### src/logic/loop_test_pkg.sv
// constants and types for the loopback and pattern test controller
package loop_test_pkg;
  localparam int unsigned clock_hz = 50000000;
  // remote loop guard time after link-up, in seconds
  localparam int unsigned guard_time_s = 45;
  localparam longint unsigned guard_cycles_l = longint'(guard_time_s) * longint'(clock_hz);
  // error injection interval, in milliseconds
  localparam int unsigned inject_period_ms = 1000;
  localparam longint unsigned inject_cycles_l = longint'(inject_period_ms) * longint'(clock_hz) / 1000;
  // pattern shift register length and feedback taps
  localparam int unsigned prbs_len = 9;
  localparam int unsigned prbs_tap_a = 5;
  localparam int unsigned prbs_tap_b = 9;
  localparam logic [8:0] prbs_seed = 9'h1ff;
  // error flash stretch so a single error is visible, in ms
  localparam int unsigned flash_time_ms = 50;
  localparam longint unsigned flash_cycles_l = longint'(flash_time_ms) * longint'(clock_hz) / 1000;
  // wishbone register offsets
  localparam logic [3:0] ctrl_off = 4'h0;
  localparam logic [3:0] status_off = 4'h4;
  localparam logic [3:0] errcnt_off = 4'h8;
  // control register field positions
  localparam int unsigned ctrl_local_bit = 0;
  localparam int unsigned ctrl_remote_bit = 1;
  localparam int unsigned ctrl_pat_bit = 2;
  localparam int unsigned ctrl_inj_bit = 3;
  localparam logic [3:0] ctrl_reset = 4'h0;
  // loop state
  typedef enum logic [2:0] {
    loop_off_s = 3'b001,
    loop_local_s = 3'b010,
    loop_remote_s = 3'b100
  } loop_state_t;
endpackage : loop_test_pkg

### src/logic/loop_test_ctrl.sv
// loopback, pattern test and front-panel indicator controller
//
// Design decisions made here: the Wishbone slave port and the address map.
`timescale 1ns/100ps
`default_nettype none
module loop_test_ctrl #(
  parameter longint unsigned guard_cycles = loop_test_pkg::guard_cycles_l,
  parameter longint unsigned inject_cycles = loop_test_pkg::inject_cycles_l,
  parameter longint unsigned flash_cycles = loop_test_pkg::flash_cycles_l
) (
  input wire logic clock_i,
  input wire logic rst_n_i,
  // wishbone classic slave
  input wire logic wb_cyc_i,
  input wire logic wb_stb_i,
  input wire logic wb_we_i,
  input wire logic [3:0] wb_adr_i,
  input wire logic [3:0] wb_sel_i,
  input wire logic [31:0] wb_dat_i,
  output logic [31:0] wb_dat_o,
  output logic wb_ack_o,
  // terminal side
  input wire logic term_txd_i,
  input wire logic term_dtr_i,
  input wire logic term_local_loop_i,
  input wire logic term_remote_loop_i,
  output logic term_rxd_o,
  output logic term_cts_o,
  // line side
  input wire logic line_rxd_i,
  input wire logic line_carrier_i,
  input wire logic line_data_mode_i,
  input wire logic remote_in_test_i,
  output logic line_txd_o,
  output logic remote_loop_req_o,
  // panel
  input wire logic panel_local_i,
  input wire logic panel_remote_i,
  input wire logic panel_pat_up_i,
  input wire logic panel_pat_down_i,
  input wire logic power_good_i,
  // indicators: green_o high means green, low means yellow
  output logic led_power_o,
  output logic led_txd_green_o,
  output logic led_rxd_green_o,
  output logic led_cts_green_o,
  output logic led_carrier_green_o,
  output logic led_dtr_green_o,
  output logic led_error_red_o,
  output logic led_test_yellow_o,
  output logic led_no_signal_red_o,
  output logic bit_error_o
);
  loop_test_pkg::loop_state_t loop_state;
  logic [3:0] ctrl;
  logic [15:0] err_count;
  logic [35:0] guard_cnt;
  logic guard_done;
  logic [35:0] inj_cnt;
  logic inj_pulse;
  logic [8:0] gen_sr;
  logic [8:0] chk_sr;
  logic [35:0] flash_cnt;
  logic local_req;
  logic remote_req;
  logic pat_on;
  logic inj_on;
  logic gen_bit;
  logic tx_bit;
  logic rx_bit;
  logic chk_err;
  logic bus_req;

  // loop requests merged from panel, terminal and management
  assign local_req = panel_local_i | term_local_loop_i | ctrl[loop_test_pkg::ctrl_local_bit];
  assign remote_req = (panel_remote_i | term_remote_loop_i | ctrl[loop_test_pkg::ctrl_remote_bit])
                      & line_data_mode_i & guard_done;
  // pattern test: up is plain, down injects; plain tests need data mode or a local loop
  assign inj_on = panel_pat_down_i | ctrl[loop_test_pkg::ctrl_inj_bit];
  assign pat_on = inj_on | ((panel_pat_up_i | ctrl[loop_test_pkg::ctrl_pat_bit])
                  & (line_data_mode_i | loop_state == loop_test_pkg::loop_local_s));

  // guard timer counts from link establishment
  always_ff @(posedge clock_i) begin
    if (!rst_n_i || !line_data_mode_i) begin
      guard_cnt <= 36'h0;
      guard_done <= 1'b0;
    end else if (!guard_done) begin
      guard_cnt <= guard_cnt + 36'h1;
      guard_done <= (guard_cnt + 36'h1 >= guard_cycles[35:0]);
    end
  end

  // loop state: the active loop holds until its own request drops
  always_ff @(posedge clock_i) begin
    if (!rst_n_i) begin
      loop_state <= loop_test_pkg::loop_off_s;
    end else begin
      case (loop_state)
        loop_test_pkg::loop_off_s: begin
          if (local_req) begin
            loop_state <= loop_test_pkg::loop_local_s;
          end else if (remote_req) begin
            loop_state <= loop_test_pkg::loop_remote_s;
          end
        end
        loop_test_pkg::loop_local_s: begin
          if (!local_req) begin
            loop_state <= loop_test_pkg::loop_off_s;
          end
        end
        loop_test_pkg::loop_remote_s: begin
          // link loss also drops the remote loop
          if (!remote_req) begin
            loop_state <= loop_test_pkg::loop_off_s;
          end
        end
        default: loop_state <= loop_test_pkg::loop_off_s;
      endcase
    end
  end

  // once-per-second injection strobe
  always_ff @(posedge clock_i) begin
    if (!rst_n_i || !inj_on) begin
      inj_cnt <= 36'h0;
      inj_pulse <= 1'b0;
    end else if (inj_cnt + 36'h1 >= inject_cycles[35:0]) begin
      inj_cnt <= 36'h0;
      inj_pulse <= 1'b1;
    end else begin
      inj_cnt <= inj_cnt + 36'h1;
      inj_pulse <= 1'b0;
    end
  end

  // generator: one bit per clock, taps five and nine
  assign gen_bit = gen_sr[loop_test_pkg::prbs_tap_a - 1] ^ gen_sr[loop_test_pkg::prbs_tap_b - 1];
  always_ff @(posedge clock_i) begin
    if (!rst_n_i || !pat_on) begin
      gen_sr <= loop_test_pkg::prbs_seed;
    end else begin
      gen_sr <= {gen_sr[7:0], gen_bit};
    end
  end

  // transmitted bit: pattern (with injected flip) replaces terminal data
  assign tx_bit = pat_on ? (gen_bit ^ inj_pulse) : term_txd_i;
  // received bit: local loop takes our own transmitter, else the line
  assign rx_bit = (loop_state == loop_test_pkg::loop_local_s) ? tx_bit : line_rxd_i;

  // self-synchronising checker: shift in received bits, compare prediction
  assign chk_err = pat_on & (rx_bit != (chk_sr[loop_test_pkg::prbs_tap_a - 1] ^
                   chk_sr[loop_test_pkg::prbs_tap_b - 1]));
  always_ff @(posedge clock_i) begin
    if (!rst_n_i) begin
      chk_sr <= loop_test_pkg::prbs_seed;
      bit_error_o <= 1'b0;
    end else begin
      chk_sr <= {chk_sr[7:0], rx_bit};
      bit_error_o <= chk_err;
    end
  end

  // data paths; in local loop line data is returned to the line
  always_ff @(posedge clock_i) begin
    if (!rst_n_i) begin
      term_rxd_o <= 1'b1;
      line_txd_o <= 1'b1;
      remote_loop_req_o <= 1'b0;
      term_cts_o <= 1'b0;
    end else begin
      term_rxd_o <= pat_on ? 1'b1 : rx_bit;
      line_txd_o <= (loop_state == loop_test_pkg::loop_local_s) ? line_rxd_i : tx_bit;
      remote_loop_req_o <= (loop_state == loop_test_pkg::loop_remote_s);
      term_cts_o <= line_data_mode_i & term_dtr_i;
    end
  end

  // error flash stretcher, retriggered by each detected error
  always_ff @(posedge clock_i) begin
    if (!rst_n_i) begin
      flash_cnt <= 36'h0;
    end else if (bit_error_o) begin
      flash_cnt <= flash_cycles[35:0];
    end else if (flash_cnt != 36'h0) begin
      flash_cnt <= flash_cnt - 36'h1;
    end
  end

  // indicators, all registered
  always_ff @(posedge clock_i) begin
    if (!rst_n_i) begin
      led_power_o <= 1'b0;
      led_txd_green_o <= 1'b0;
      led_rxd_green_o <= 1'b0;
      led_cts_green_o <= 1'b0;
      led_carrier_green_o <= 1'b0;
      led_dtr_green_o <= 1'b0;
      led_error_red_o <= 1'b0;
      led_test_yellow_o <= 1'b0;
      led_no_signal_red_o <= 1'b1;
    end else begin
      led_power_o <= power_good_i;
      led_txd_green_o <= ~term_txd_i;
      led_rxd_green_o <= ~term_rxd_o;
      led_cts_green_o <= term_cts_o;
      led_carrier_green_o <= line_carrier_i;
      led_dtr_green_o <= term_dtr_i;
      // without a pattern test, lost carrier in data mode hints at errors
      led_error_red_o <= pat_on ? (flash_cnt != 36'h0) : (line_data_mode_i & ~line_carrier_i);
      led_test_yellow_o <= (loop_state != loop_test_pkg::loop_off_s) | pat_on | remote_in_test_i;
      led_no_signal_red_o <= ~line_data_mode_i;
    end
  end

  // wishbone slave: one-cycle ack, unmapped reads give zero
  assign bus_req = wb_cyc_i & wb_stb_i & ~wb_ack_o;
  always_ff @(posedge clock_i) begin
    if (!rst_n_i) begin
      wb_ack_o <= 1'b0;
      wb_dat_o <= 32'h0;
      ctrl <= loop_test_pkg::ctrl_reset;
    end else begin
      wb_ack_o <= bus_req;
      if (bus_req && wb_we_i && wb_adr_i == loop_test_pkg::ctrl_off && wb_sel_i[0]) begin
        ctrl <= wb_dat_i[3:0];
      end
      case (wb_adr_i)
        loop_test_pkg::ctrl_off: wb_dat_o <= {28'h0, ctrl};
        loop_test_pkg::status_off: wb_dat_o <= {25'h0, guard_done, pat_on, inj_on, line_data_mode_i, loop_state};
        loop_test_pkg::errcnt_off: wb_dat_o <= {16'h0, err_count};
        default: wb_dat_o <= 32'h0;
      endcase
    end
  end

  // saturating error counter, cleared by a write to its offset unless an error is counted in that cycle
  always_ff @(posedge clock_i) begin
    if (!rst_n_i) begin
      err_count <= 16'h0;
    end else if (bit_error_o && err_count != 16'hffff) begin
      err_count <= err_count + 16'h1;
    end else if (bus_req && wb_we_i && wb_adr_i == loop_test_pkg::errcnt_off) begin
      err_count <= 16'h0;
    end
  end

  // remote loop only once the guard time after link-up has run out
  property p_guard;
    @(posedge clock_i) disable iff (!rst_n_i)
    !guard_done |=> loop_state != loop_test_pkg::loop_remote_s;
  endproperty
  a_guard: assert property (p_guard) else $error("remote loop before guard");

  // an active local loop is not taken over while still requested
  property p_excl;
    @(posedge clock_i) disable iff (!rst_n_i)
    loop_state == loop_test_pkg::loop_local_s && local_req |=> loop_state == loop_test_pkg::loop_local_s;
  endproperty
  a_excl: assert property (p_excl) else $error("local loop lost while requested");

  // local loop echoes terminal data one cycle later
  property p_local_echo;
    @(posedge clock_i) disable iff (!rst_n_i)
    loop_state == loop_test_pkg::loop_local_s && !pat_on |=> term_rxd_o == $past(term_txd_i);
  endproperty
  a_local_echo: assert property (p_local_echo) else $error("local loop echo wrong");

  // no link means the no-signal lamp is on
  property p_ns;
    @(posedge clock_i) disable iff (!rst_n_i)
    !line_data_mode_i |=> led_no_signal_red_o;
  endproperty
  a_ns: assert property (p_ns) else $error("no signal not shown");

  // any loop lights the test-mode lamp
  property p_tm;
    @(posedge clock_i) disable iff (!rst_n_i)
    loop_state != loop_test_pkg::loop_off_s |=> led_test_yellow_o;
  endproperty
  a_tm: assert property (p_tm) else $error("test mode not shown");

  // a detected error during a pattern test shows on the error lamp
  property p_flash;
    @(posedge clock_i) disable iff (!rst_n_i)
    bit_error_o && pat_on ##1 pat_on |=> led_error_red_o;
  endproperty
  a_flash: assert property (p_flash) else $error("error not flashed");

  // transmit lamp follows the inverted terminal data level
  property p_txd;
    @(posedge clock_i) disable iff (!rst_n_i)
    1'b1 |=> led_txd_green_o == !$past(term_txd_i);
  endproperty
  a_txd: assert property (p_txd) else $error("txd colour wrong");

  // a terminal local request from idle starts the local loop
  property p_local_req;
    @(posedge clock_i) disable iff (!rst_n_i)
    loop_state == loop_test_pkg::loop_off_s && term_local_loop_i |=> loop_state == loop_test_pkg::loop_local_s;
  endproperty
  a_local_req: assert property (p_local_req) else $error("local loop request ignored");

  // clear-to-send lamp mirrors our own clear-to-send output
  property p_cts;
    @(posedge clock_i) disable iff (!rst_n_i)
    1'b1 |=> led_cts_green_o == $past(term_cts_o);
  endproperty
  a_cts: assert property (p_cts) else $error("cts colour wrong");

  // terminal-ready lamp follows the terminal's ready input
  property p_dtr;
    @(posedge clock_i) disable iff (!rst_n_i)
    1'b1 |=> led_dtr_green_o == $past(term_dtr_i);
  endproperty
  a_dtr: assert property (p_dtr) else $error("dtr colour wrong");

  // without data mode no remote loop may stand
  property p_remote_link;
    @(posedge clock_i) disable iff (!rst_n_i)
    !line_data_mode_i |=> loop_state != loop_test_pkg::loop_remote_s;
  endproperty
  a_remote_link: assert property (p_remote_link) else $error("remote loop without link");
endmodule : loop_test_ctrl
`default_nettype wire

### config.mk
export PLATFORM = sky130hd
export DESIGN_NAME = loop_test_ctrl
export DESIGN_NICKNAME = d
export VERILOG_FILES = /design/src/logic/loop_test_pkg.sv /design/src/logic/loop_test_ctrl.sv
export SDC_FILE = /design/constraint.sdc
export NUM_CORES = 1
export LEC_CHECK = 0
export BUFFER_PORTS_ARGS = -buffer_cell sky130_fd_sc_hd__clkbuf_2
export CAP_MARGIN = 25
export CORE_MARGIN = 2
export CORE_UTILIZATION = 30
export CTS_CLUSTER_DIAMETER = 200
export DETAILED_ROUTE_END_ITERATION = 16
export GPL_ROUTABILITY_DRIVEN = 0
export PLACE_DENSITY = 0.5
export SYNTH_ARGS = -nofsm -noshare
export SYNTH_HDL_FRONTEND = slang
export SYNTH_SLANG_ARGS = --single-unit
### constraint.sdc
create_clock -name clock_i -period 3.2 [get_ports clock_i]
set_input_delay 0.16 -clock clock_i [delete_from_list [all_inputs] [get_ports clock_i]]
set_output_delay 0.16 -clock clock_i [all_outputs]
set_load 0.03 [all_outputs]
## Word level (Yosys, flattened, before mapping)

Cells that the tools add are included.

| storage, ports and cells | value |
|---|---|
| register bits after elaboration | 198 |
| word-level logic and storage cells | 107 |
| input port bits | 58 |

| operators by class | value |
|---|---|
| order comparisons | 2 |
| add/subtract/negate cells | 4 |
| reduce and logical (&&, ||, !) cells | 20 |
| equality and inequality tests | 11 |
| multiplexer cells | 16 |
| bitwise gates (word level) | 27 |

Operators with widths:

| operator | number |
|---|---|
| adder 36 x 1 -> 36 bit (second input constant) | 2 |
| one-hot mux 16 bit (3 select lines) | 1 |
| 2-to-1 mux 22 bit | 2 |
| greater-or-equal comparator 36 x 26 -> 1 bit (second input constant) | 1 |
| greater-or-equal comparator 36 x 32 -> 1 bit (second input constant) | 1 |
| nonzero test 36 bit | 1 |
| subtractor 36 x 1 -> 36 bit (second input constant) | 1 |
| 2-to-1 mux 16 bit | 2 |
| adder 16 x 1 -> 16 bit (second input constant) | 1 |
| != test 16 bit (second input constant) | 1 |
| 2-to-1 mux 3 bit | 4 |
| OR 1 bit | 10 |
| one-hot mux 3 bit (3 select lines) | 1 |
| bitwise AND 1 bit | 8 |
| 2-to-1 mux 1 bit | 6 |
| inverter 1 bit | 6 |
| OR reduction 2 bit | 3 |
| logical AND 1 bit | 5 |
| == test 4 x 3 -> 1 bit (second input constant) | 1 |
| == test 4 bit (second input constant) | 1 |
| logical NOT 1 bit | 4 |
| logical NOT 4 bit | 1 |
| != test 2 bit (second input constant) | 2 |
| nonzero test 2 bit | 2 |
| other kinds (9) | 13 |

## Depth between registers and ports, before layout

Gate-level depths: netlist (run 1).

| logic depth | value |
|---|---|
| depth after elaboration | 8 |
| gate-level depth with buffers | 11 |
| gate-level depth less buffers | 9 |

## Worst setup path after synthesis (run 1)

OpenSTA, ideal clock, no wires.

| path | value |
|---|---|
| path type | register to register |
| start | register inj_cnt[7] |
| end | register inj_pulse |
| path slack | 0.333 ns |
| data required time | 3.085 ns |
| cell stages (with the launch flop) | 10 |
| arrival | 2.752 ns |
| period minus slack after synthesis | 2.867 ns |
| library setup time | 0.115 ns |
| path through | dfxtp_1 buf_2 nand4_4 or4_4 or4_4 or3b_1 a211oi_2 nand4_4 buf_6 o21ba_2 |

| between the ends | value |
|---|---|
| longest elaborated chain between the ends | 3 |

RTL lines:

| what | line | text |
|---|---|---|
| from (decl) | loop_test_ctrl.sv:59 | `logic [35:0] inj_cnt;` |
| from (signal assigned) | loop_test_ctrl.sv:132 | `inj_cnt <= inj_cnt + 36'h1;` |
| adder 36 x 1 -> 36 bit | loop_test_ctrl.sv:128 | `end else if (inj_cnt + 36'h1 >= inject_cycles[35:0]) begin` |
| greater-or-equal comparator 36 x 26 -> 1 bit | loop_test_ctrl.sv:128 |  |
| 2-to-1 mux 1 bit | loop_test_ctrl.sv:128 |  |
| to (signal assigned) | loop_test_ctrl.sv:127 | `inj_pulse <= 1'b0;` |
| to (signal assigned) | loop_test_ctrl.sv:130 | `inj_pulse <= 1'b1;` |
| to (signal assigned) | loop_test_ctrl.sv:133 | `inj_pulse <= 1'b0;` |
| to (decl) | loop_test_ctrl.sv:60 | `logic inj_pulse;` |

No other way between the ends.
A chain may end at the register's enable or synchronous reset.

## Worst setup path after layout (run 1)

| path | value |
|---|---|
| start | register inj_cnt[8] |
| end | register inj_cnt[9] |

| between the ends | value |
|---|---|
| longest elaborated chain between the ends | 3 |

RTL lines:

| what | line |
|---|---|
| adder 36 x 1 -> 36 bit (*) | loop_test_ctrl.sv:128, loop_test_ctrl.sv:132 |
| greater-or-equal comparator 36 x 26 -> 1 bit | loop_test_ctrl.sv:128 |
| OR reduction 2 bit (no source line) | -- |

Every way passes the cells marked *; elsewhere a longest branch is shown, timed or not.

==> metrics.yaml, run 1 <==
worst_setup_path:
  cp-end-kind: "flop"
  arrival_ns: 3.28
  cp_slowest_cell: "or4_4"
  cp-start-kind: "flop"
  critPathTopFamily: "simple AND/OR/NAND/NOR gates"
  worst-path-buf-inv: 1
  crit_type: "flop to flop"
  crit_chain: "nand4_4, or4_4, or4_4, or3b_1, a211oi_2, nand4_4, buf_12, nor4_1"
  worstPathRequired_ns: 3.55
  worst_path_largest_cell_delay_ns: 0.56
  crit_fanout: 27
final_layout:
  num_antenna_cells: 0
  drive_above_1_share_pct: 15.6
  multi_input_area_mm2: 0.00469
  final_cell_mix: "dfxtp_1, nor2_1, nand2_1"
  syn_to_final_growth_pct: 16.9
  filler_cell_count: 2946
  final_nets: 1125
  layout_commonest_cell: "dfxtp_1"
  regArea_mm2: 0.00364
sta:
  setup_slack_ns: 0.270
  rsz0062_at_grt: "no"
  period_needed_ns: 2.93
  setup-violations-final: 0
  fin_crit_sh_pct: 91.6
  drv_slew: 0
  finalHoldViolCount: 0
  tns_ns: 0
  worst_slew_pin_slew_ns: 0.850
  skew_ns: 0.0207
  max_slew_margin_pct: 43.0
  fmax_mhz: 341
clock_network:
  cts_buffers: 17
  cts_max_level: 4
  clockRootBuffer: "clkbuf_16"
  clk_pin_slew_ns: 0.08
  clock_latency_ns: 0.44
  clock_sinks: 182
  cts_buffer_depth: 2
  cts_tree: "done"
  post_cts_buffers: 0
pwr:
  power.leakage_uw: 0.00358
  power_density_mw_per_mm2: 608
  swShare_pct: 32.8
  power_switching_uw: 2000
  p_seq_share_pct: 42.9
  ir_drop_uv: 278
  internal-power_uw: 4100
  comb_power_share_pct: 22.5
  clkPwrFrac_pct: 34.6
detailed_routing:
  vias_per_cell: 4.78
  avgRoutedWirePerCell_um: 13.2
  drt-total-wl_um: 19100
  drtIter0Drc: 377
  route.detailed.drc: 0
  dr.pass1.iters: 4
  vias: 6957
  final_antenna_net_count: 0
synth:
  synth-edff-count: 0
  synth_top_cell_by_area: "dfxtp_1"
  ys_types: 74
  synth_top_area_share_pct: 42.5
  async_flop_share_pct: 0
  syn_inst: 987
  syn_avg_cell_area_um2: 8.69
  synth_seq_area_share_pct: 42.5
  synth_flop_cell: "dfxtp_1"
  netlist_area_mm2: 0.00858
  yosysWarnings: 0
  synthTopCellsByArea: "dfxtp_1, nor2_1, xnor2_1"
  ys_ff_latch: 182
floorplanning:
  die_w_um: 173
  boundaryPins: 105
  die_area_mm2: 0.0300
  dieHeight_um: 173
  coreArea_mm2: 0.0279
  fp-row-count: 61
  initial_utilization_pct: 30.7
placement:
  io_buffers: 57
  dp_slack_ns: 0.244
  dpl.hpwl_um: 13500
run:
  max_cap_violations: 0
global_route:
  antenna_found_initial: 0
  grt_max_degree: 39
  top_usage_layer: "met2"
  grt_pass1_wl_um: 33000
  grt_pass1_vias: 6669
  use_met3_pct: 2.59
  grt_usage_pct: 13.1
  grt_use_met2_pct: 21.3
  met1_usage_pct: 17.8
  overflow: 0
hold_path:
  min_path_type: "input pin to flop"
outcome:
  status: "finished clean"
[worst paths after layout]
| path | startpoint | end | slack, ns | depth (start not counted) |
|---|---|---|---|---|
| min | remote_in_test_i | led_test_yellow_o | 0.006 | 3 |
| min reg2reg | gen_sr[1] | gen_sr[2] | 0.40 | 1 |
| max | inj_cnt[8] | inj_cnt[9] | 0.27 | 8 |
| max reg2reg | inj_cnt[8] | inj_cnt[9] | 0.27 | 8 |
[sequential cells by signal, summed over array words and instances (netlist names), 3 cells and up]
signal / count
chk_sr: 9
ctrl: 4
err_count: 16
flash_cnt: 36
gen_sr: 9
guard_cnt: 36
inj_cnt: 36
loop_state: 3
wb_dat_o: 16
[Yosys cell counts, types with 8 or more instances]
master	instances
clkbuf_1	35
nor4_2	16
and3_1	16
and2_1	17
inv_1	11
xor2_1	45
nand2_1	67
nor4_1	26
xnor2_1	59
or4_1	11
nand2b_1	17
nand4_1	29
nor2b_1	8
nor2_1	141
mux2i_1	14
dfxtp_1	182
nand3_1	41
a21oi_1	37
nor3_1	34
o21ai_0	20
or3_1	18
or2_2	14
buf_4	16
[kinds of logic (layout without fill, tap and decap cells)]
group,count (synthesis),after routing,share of synthesized area [%]
AOI/OAI and AO/OA,111,111,8.26
xor gates and xnor gates,104,104,10.6
other,1,26,0.0437
adders and majority gates,4,4,0.583
DFF,182,182,42.5
buffers and inverters,72,136,4.10
and+or+nand+nor,496,496,31.9
muxes,17,17,2.03
[final cells by class]
type | instances | share of cell area (%)
Multi-Input combinational cell | 758 | 46.7
Sequential cell | 182 | 36.3
Timing Repair Buffer | 92 | 5.79
Tap cell | 378 | 4.71
Clock buffer | 17 | 4.24
Clock inverter | 15 | 1.75
Inverter | 12 | 0.449
[metrics by stage]
step | hold WS (ns) | utilization [%] | cells | area, um^2 | total power, uW
5_1_grt | 0.0452 | 35.9 | 1454 | 10000 | 6480
2_1_floorplan | 0.227 | - | 1012 | 8670 | 3720
3_3_place_gp | 0.344 | 33.4 | 1414 | 9340 | 4030
6_report | 0.00613 | 35.9 | 1454 | 10000 | 6100
4_1_cts | 0.00139 | 35.9 | 1454 | 10000 | 6190
3_5_place_dp | 0.342 | 33.4 | 1414 | 9340 | 4030
[power groups by stage]
stage / combinational (uW) / sequential [uW] / clock, uW
final: 1370 / 2620 / 2110
after floorplan: 1070 / 2650 / 0
after CTS: 1380 / 2620 / 2180
after detailed placement: 1360 / 2670 / 0
after global placement: 1360 / 2670 / 0
after global routing: 1550 / 2650 / 2280
[worst min-delay path: stages]
cell and delay, ns:
clkbuf_2 0.08, nor4b_1 0.04, a21oi_1 0.13
[per-layer routing]
metal	wire length [um]	part of all wire, %
met5	0	0
met4	177	0.92
met3	451	2.4
met2	8870	46
met1	9640	50
[repair_timing]
action	4_1_cts	5_1_grt
hold buffers	8	0
endpoints found under the hold margin	9	0
endpoints found under the setup margin	0	14
gates resized for setup	0	2
No activity file was read; power rests on OpenSTA's default activity.
==> run 2: changes to the inputs <==
- HOLD_SLACK_MARGIN: not set -> 0.05
- TNS_END_PERCENT: not set -> 10
==> run 2 against run 1 <==
- non-clock buffer count rose by 2
- via count is 0.23% higher
- clock skew grew 0.0021 ns
- sequential cell count unchanged
- maximum frequency about the same
- sequential share of layout area down 0.072 points
==> metrics.yaml, run 2 (synthesis results as in run 1) <==
sta:
  rsz0062_at_grt: "no"
  fmax_mhz: 341  # about the same
  max_slew_margin_pct: 41.5  # -1.4 points
  holdWs_ns: 0.0851  # +0.0790 ns
  setup_slack_ns: 0.269  # -0.000645 ns
  skew_ns: 0.0228  # +0.00207 ns
  drv_slew: 0  # unchanged
  tns_ns: 0  # unchanged
  fin_crit_sh_pct: 91.6  # about the same
  period_needed_ns: 2.93  # +0.000645 ns
  setup-violations-final: 0  # unchanged
  finalHoldViolCount: 0  # unchanged
  worst_slew_pin_slew_ns: 0.871  # +0.0211 ns
global_route:
  grt_max_degree: 39  # unchanged
  overflow: 0  # unchanged
  antenna_found_initial: 0  # unchanged
  grt_pass1_vias: 6676  # +0.10%
  grt_usage_pct: 13.1  # +0.019 points
  grt_pass1_wl_um: 33100  # +0.15%
worst_setup_path:
  arrival_ns: 3.28  # about the same
  worst-path-buf-inv: 1  # unchanged
  worstPathRequired_ns: 3.55  # about the same
  worst_path_largest_cell_delay_ns: 0.56  # about the same
  crit_type: "flop to flop"
  crit_chain: "nand4_4, or4_4, or4_4, or3b_1, a211oi_2, nand4_4, buf_12, nor4_1"
  cp-start-kind: "flop"
  critPathTopFamily: "simple AND/OR/NAND/NOR gates"
  cp-end-kind: "flop"
  cp_slowest_cell: "or4_4"
  crit_fanout: 27  # unchanged
final_layout:
  stdcell_area_mm2: 0.0101  # +0.20%
  layout_commonest_cell: "dfxtp_1"
  drive_above_1_share_pct: 15.6  # -0.029 points
  syn_to_final_growth_pct: 17.2
  num_antenna_cells: 0  # unchanged
  final_cell_mix: "dfxtp_1, nor2_1, nand2_1"
  final_nets: 1127  # +0.18%
  top_regs: "flash_cnt: 36 flops, guard_cnt: 36 flops, inj_cnt: 36 flops"
outcome:
  status: "finished clean"
clock_network:
  cts_buffer_depth: 2  # unchanged
  clock_latency_ns: 0.44  # about the same
  clk_pin_slew_ns: 0.08  # about the same
  clockRootBuffer: "clkbuf_16"
  clock_sinks: 182  # unchanged
  cts_max_level: 4  # unchanged
  cts_buffers: 17  # unchanged
  post_cts_buffers: 0  # unchanged
  cts_tree: "done"
pwr:
  power_density_mw_per_mm2: 606  # -0.25%
  power.leakage_uw: 0.00359  # +0.23%
  ir_drop_uv: 276  # -0.79%
  total_power_uw: 6090  # about the same
hold_path:
  min_path_type: "input pin to flop"
placement:
  dp_slack_ns: 0.244  # unchanged
  io_buffers: 57  # unchanged
  place_area_mm2: 0.00934  # unchanged
  dpl.hpwl_um: 13500  # unchanged
detailed_routing:
  drt-total-wl_um: 19300  # +0.60%
  final_antenna_net_count: 0  # unchanged
  vias: 6973  # +0.23%
  route.detailed.drc: 0  # unchanged
  avgRoutedWirePerCell_um: 13.2  # +0.46%
  drtIter0Drc: 366  # -2.9%
  vias_per_cell: 4.79  # about the same
  dr.pass1.iters: 4  # unchanged
floorplanning:
  die_w_um: 173  # unchanged
  coreArea_mm2: 0.0279  # unchanged
  die_area_mm2: 0.0300  # unchanged
  initial_utilization_pct: 30.7  # unchanged
  boundaryPins: 105  # unchanged
  dieHeight_um: 173  # unchanged
  fp-row-count: 61  # unchanged
run:
  max_cap_violations: 0  # unchanged
==> run 2: cell count changes in the layout (fill, tap and decap cells not counted), sizes merged <==
cell / delta
dlygate4sd3: +2
==> run 2: timing repair <==
action | CTS | global route
resized for setup | 0 | 2
hold buffers | 10 | 0
hold endpoints to repair | 11 | 0
setup endpoints to repair | 0 | 14
==> run 2: layout make-up <==
cell class              instances  area [um^2]
multi-input cells             758         4690
inverters                      12         45.0
clock buffers                  17          425
clock inverters                15          175
repair buffers                 94          601
well taps                     378          473
flip-flops and latches        182         3640
fillers                      2947        17900
==> run 2: worst paths after layout <==
check / to / slack (ns) / depth (start not counted) / start
setup / recovery: inj_cnt[9] / 0.27 / 8 / inj_cnt[8]
hold / removal: wb_ack_o / 0.09 / 3 / wb_cyc_i
setup reg to reg: inj_cnt[9] / 0.27 / 8 / inj_cnt[8]
hold reg to reg: gen_sr[2] / 0.41 / 1 / gen_sr[1]
==> run 2: where the power goes <==
group          internal, uW  total, uW  switching [uW]
clock                  1060       2110            1050
sequential             2450       2620             165
combinational           583       1370             786
total                  4100       6090            2000
==> run 2: tightest hold or removal path, cell delays in order <==
cell,delay [ns]
clkbuf_2,0.07
and3b_1,0.15
and2_1,0.12
==> run 2: per-stage QoR <==
| step | instances | utilization (%) |
|---|---|---|
| floorplan | 1012 | - |
| global placement | 1414 | 33.4 |
| detailed placement | 1414 | 33.4 |
| CTS | 1456 | 36.0 |
| global route | 1456 | 36.0 |
| finish | 1456 | 36.0 |
==> run 2: routing by layer <==
layer | GRT usage [%] | up-vias | routed length (um)
met2 | 21.4 | 86 | 8910
met1 | 17.8 | 3284 | 9650
li1 | - | 3595 | -
met4 | 3.04 | 0 | 139
met5 | 0 | - | 0
met3 | 2.59 | 8 | 547
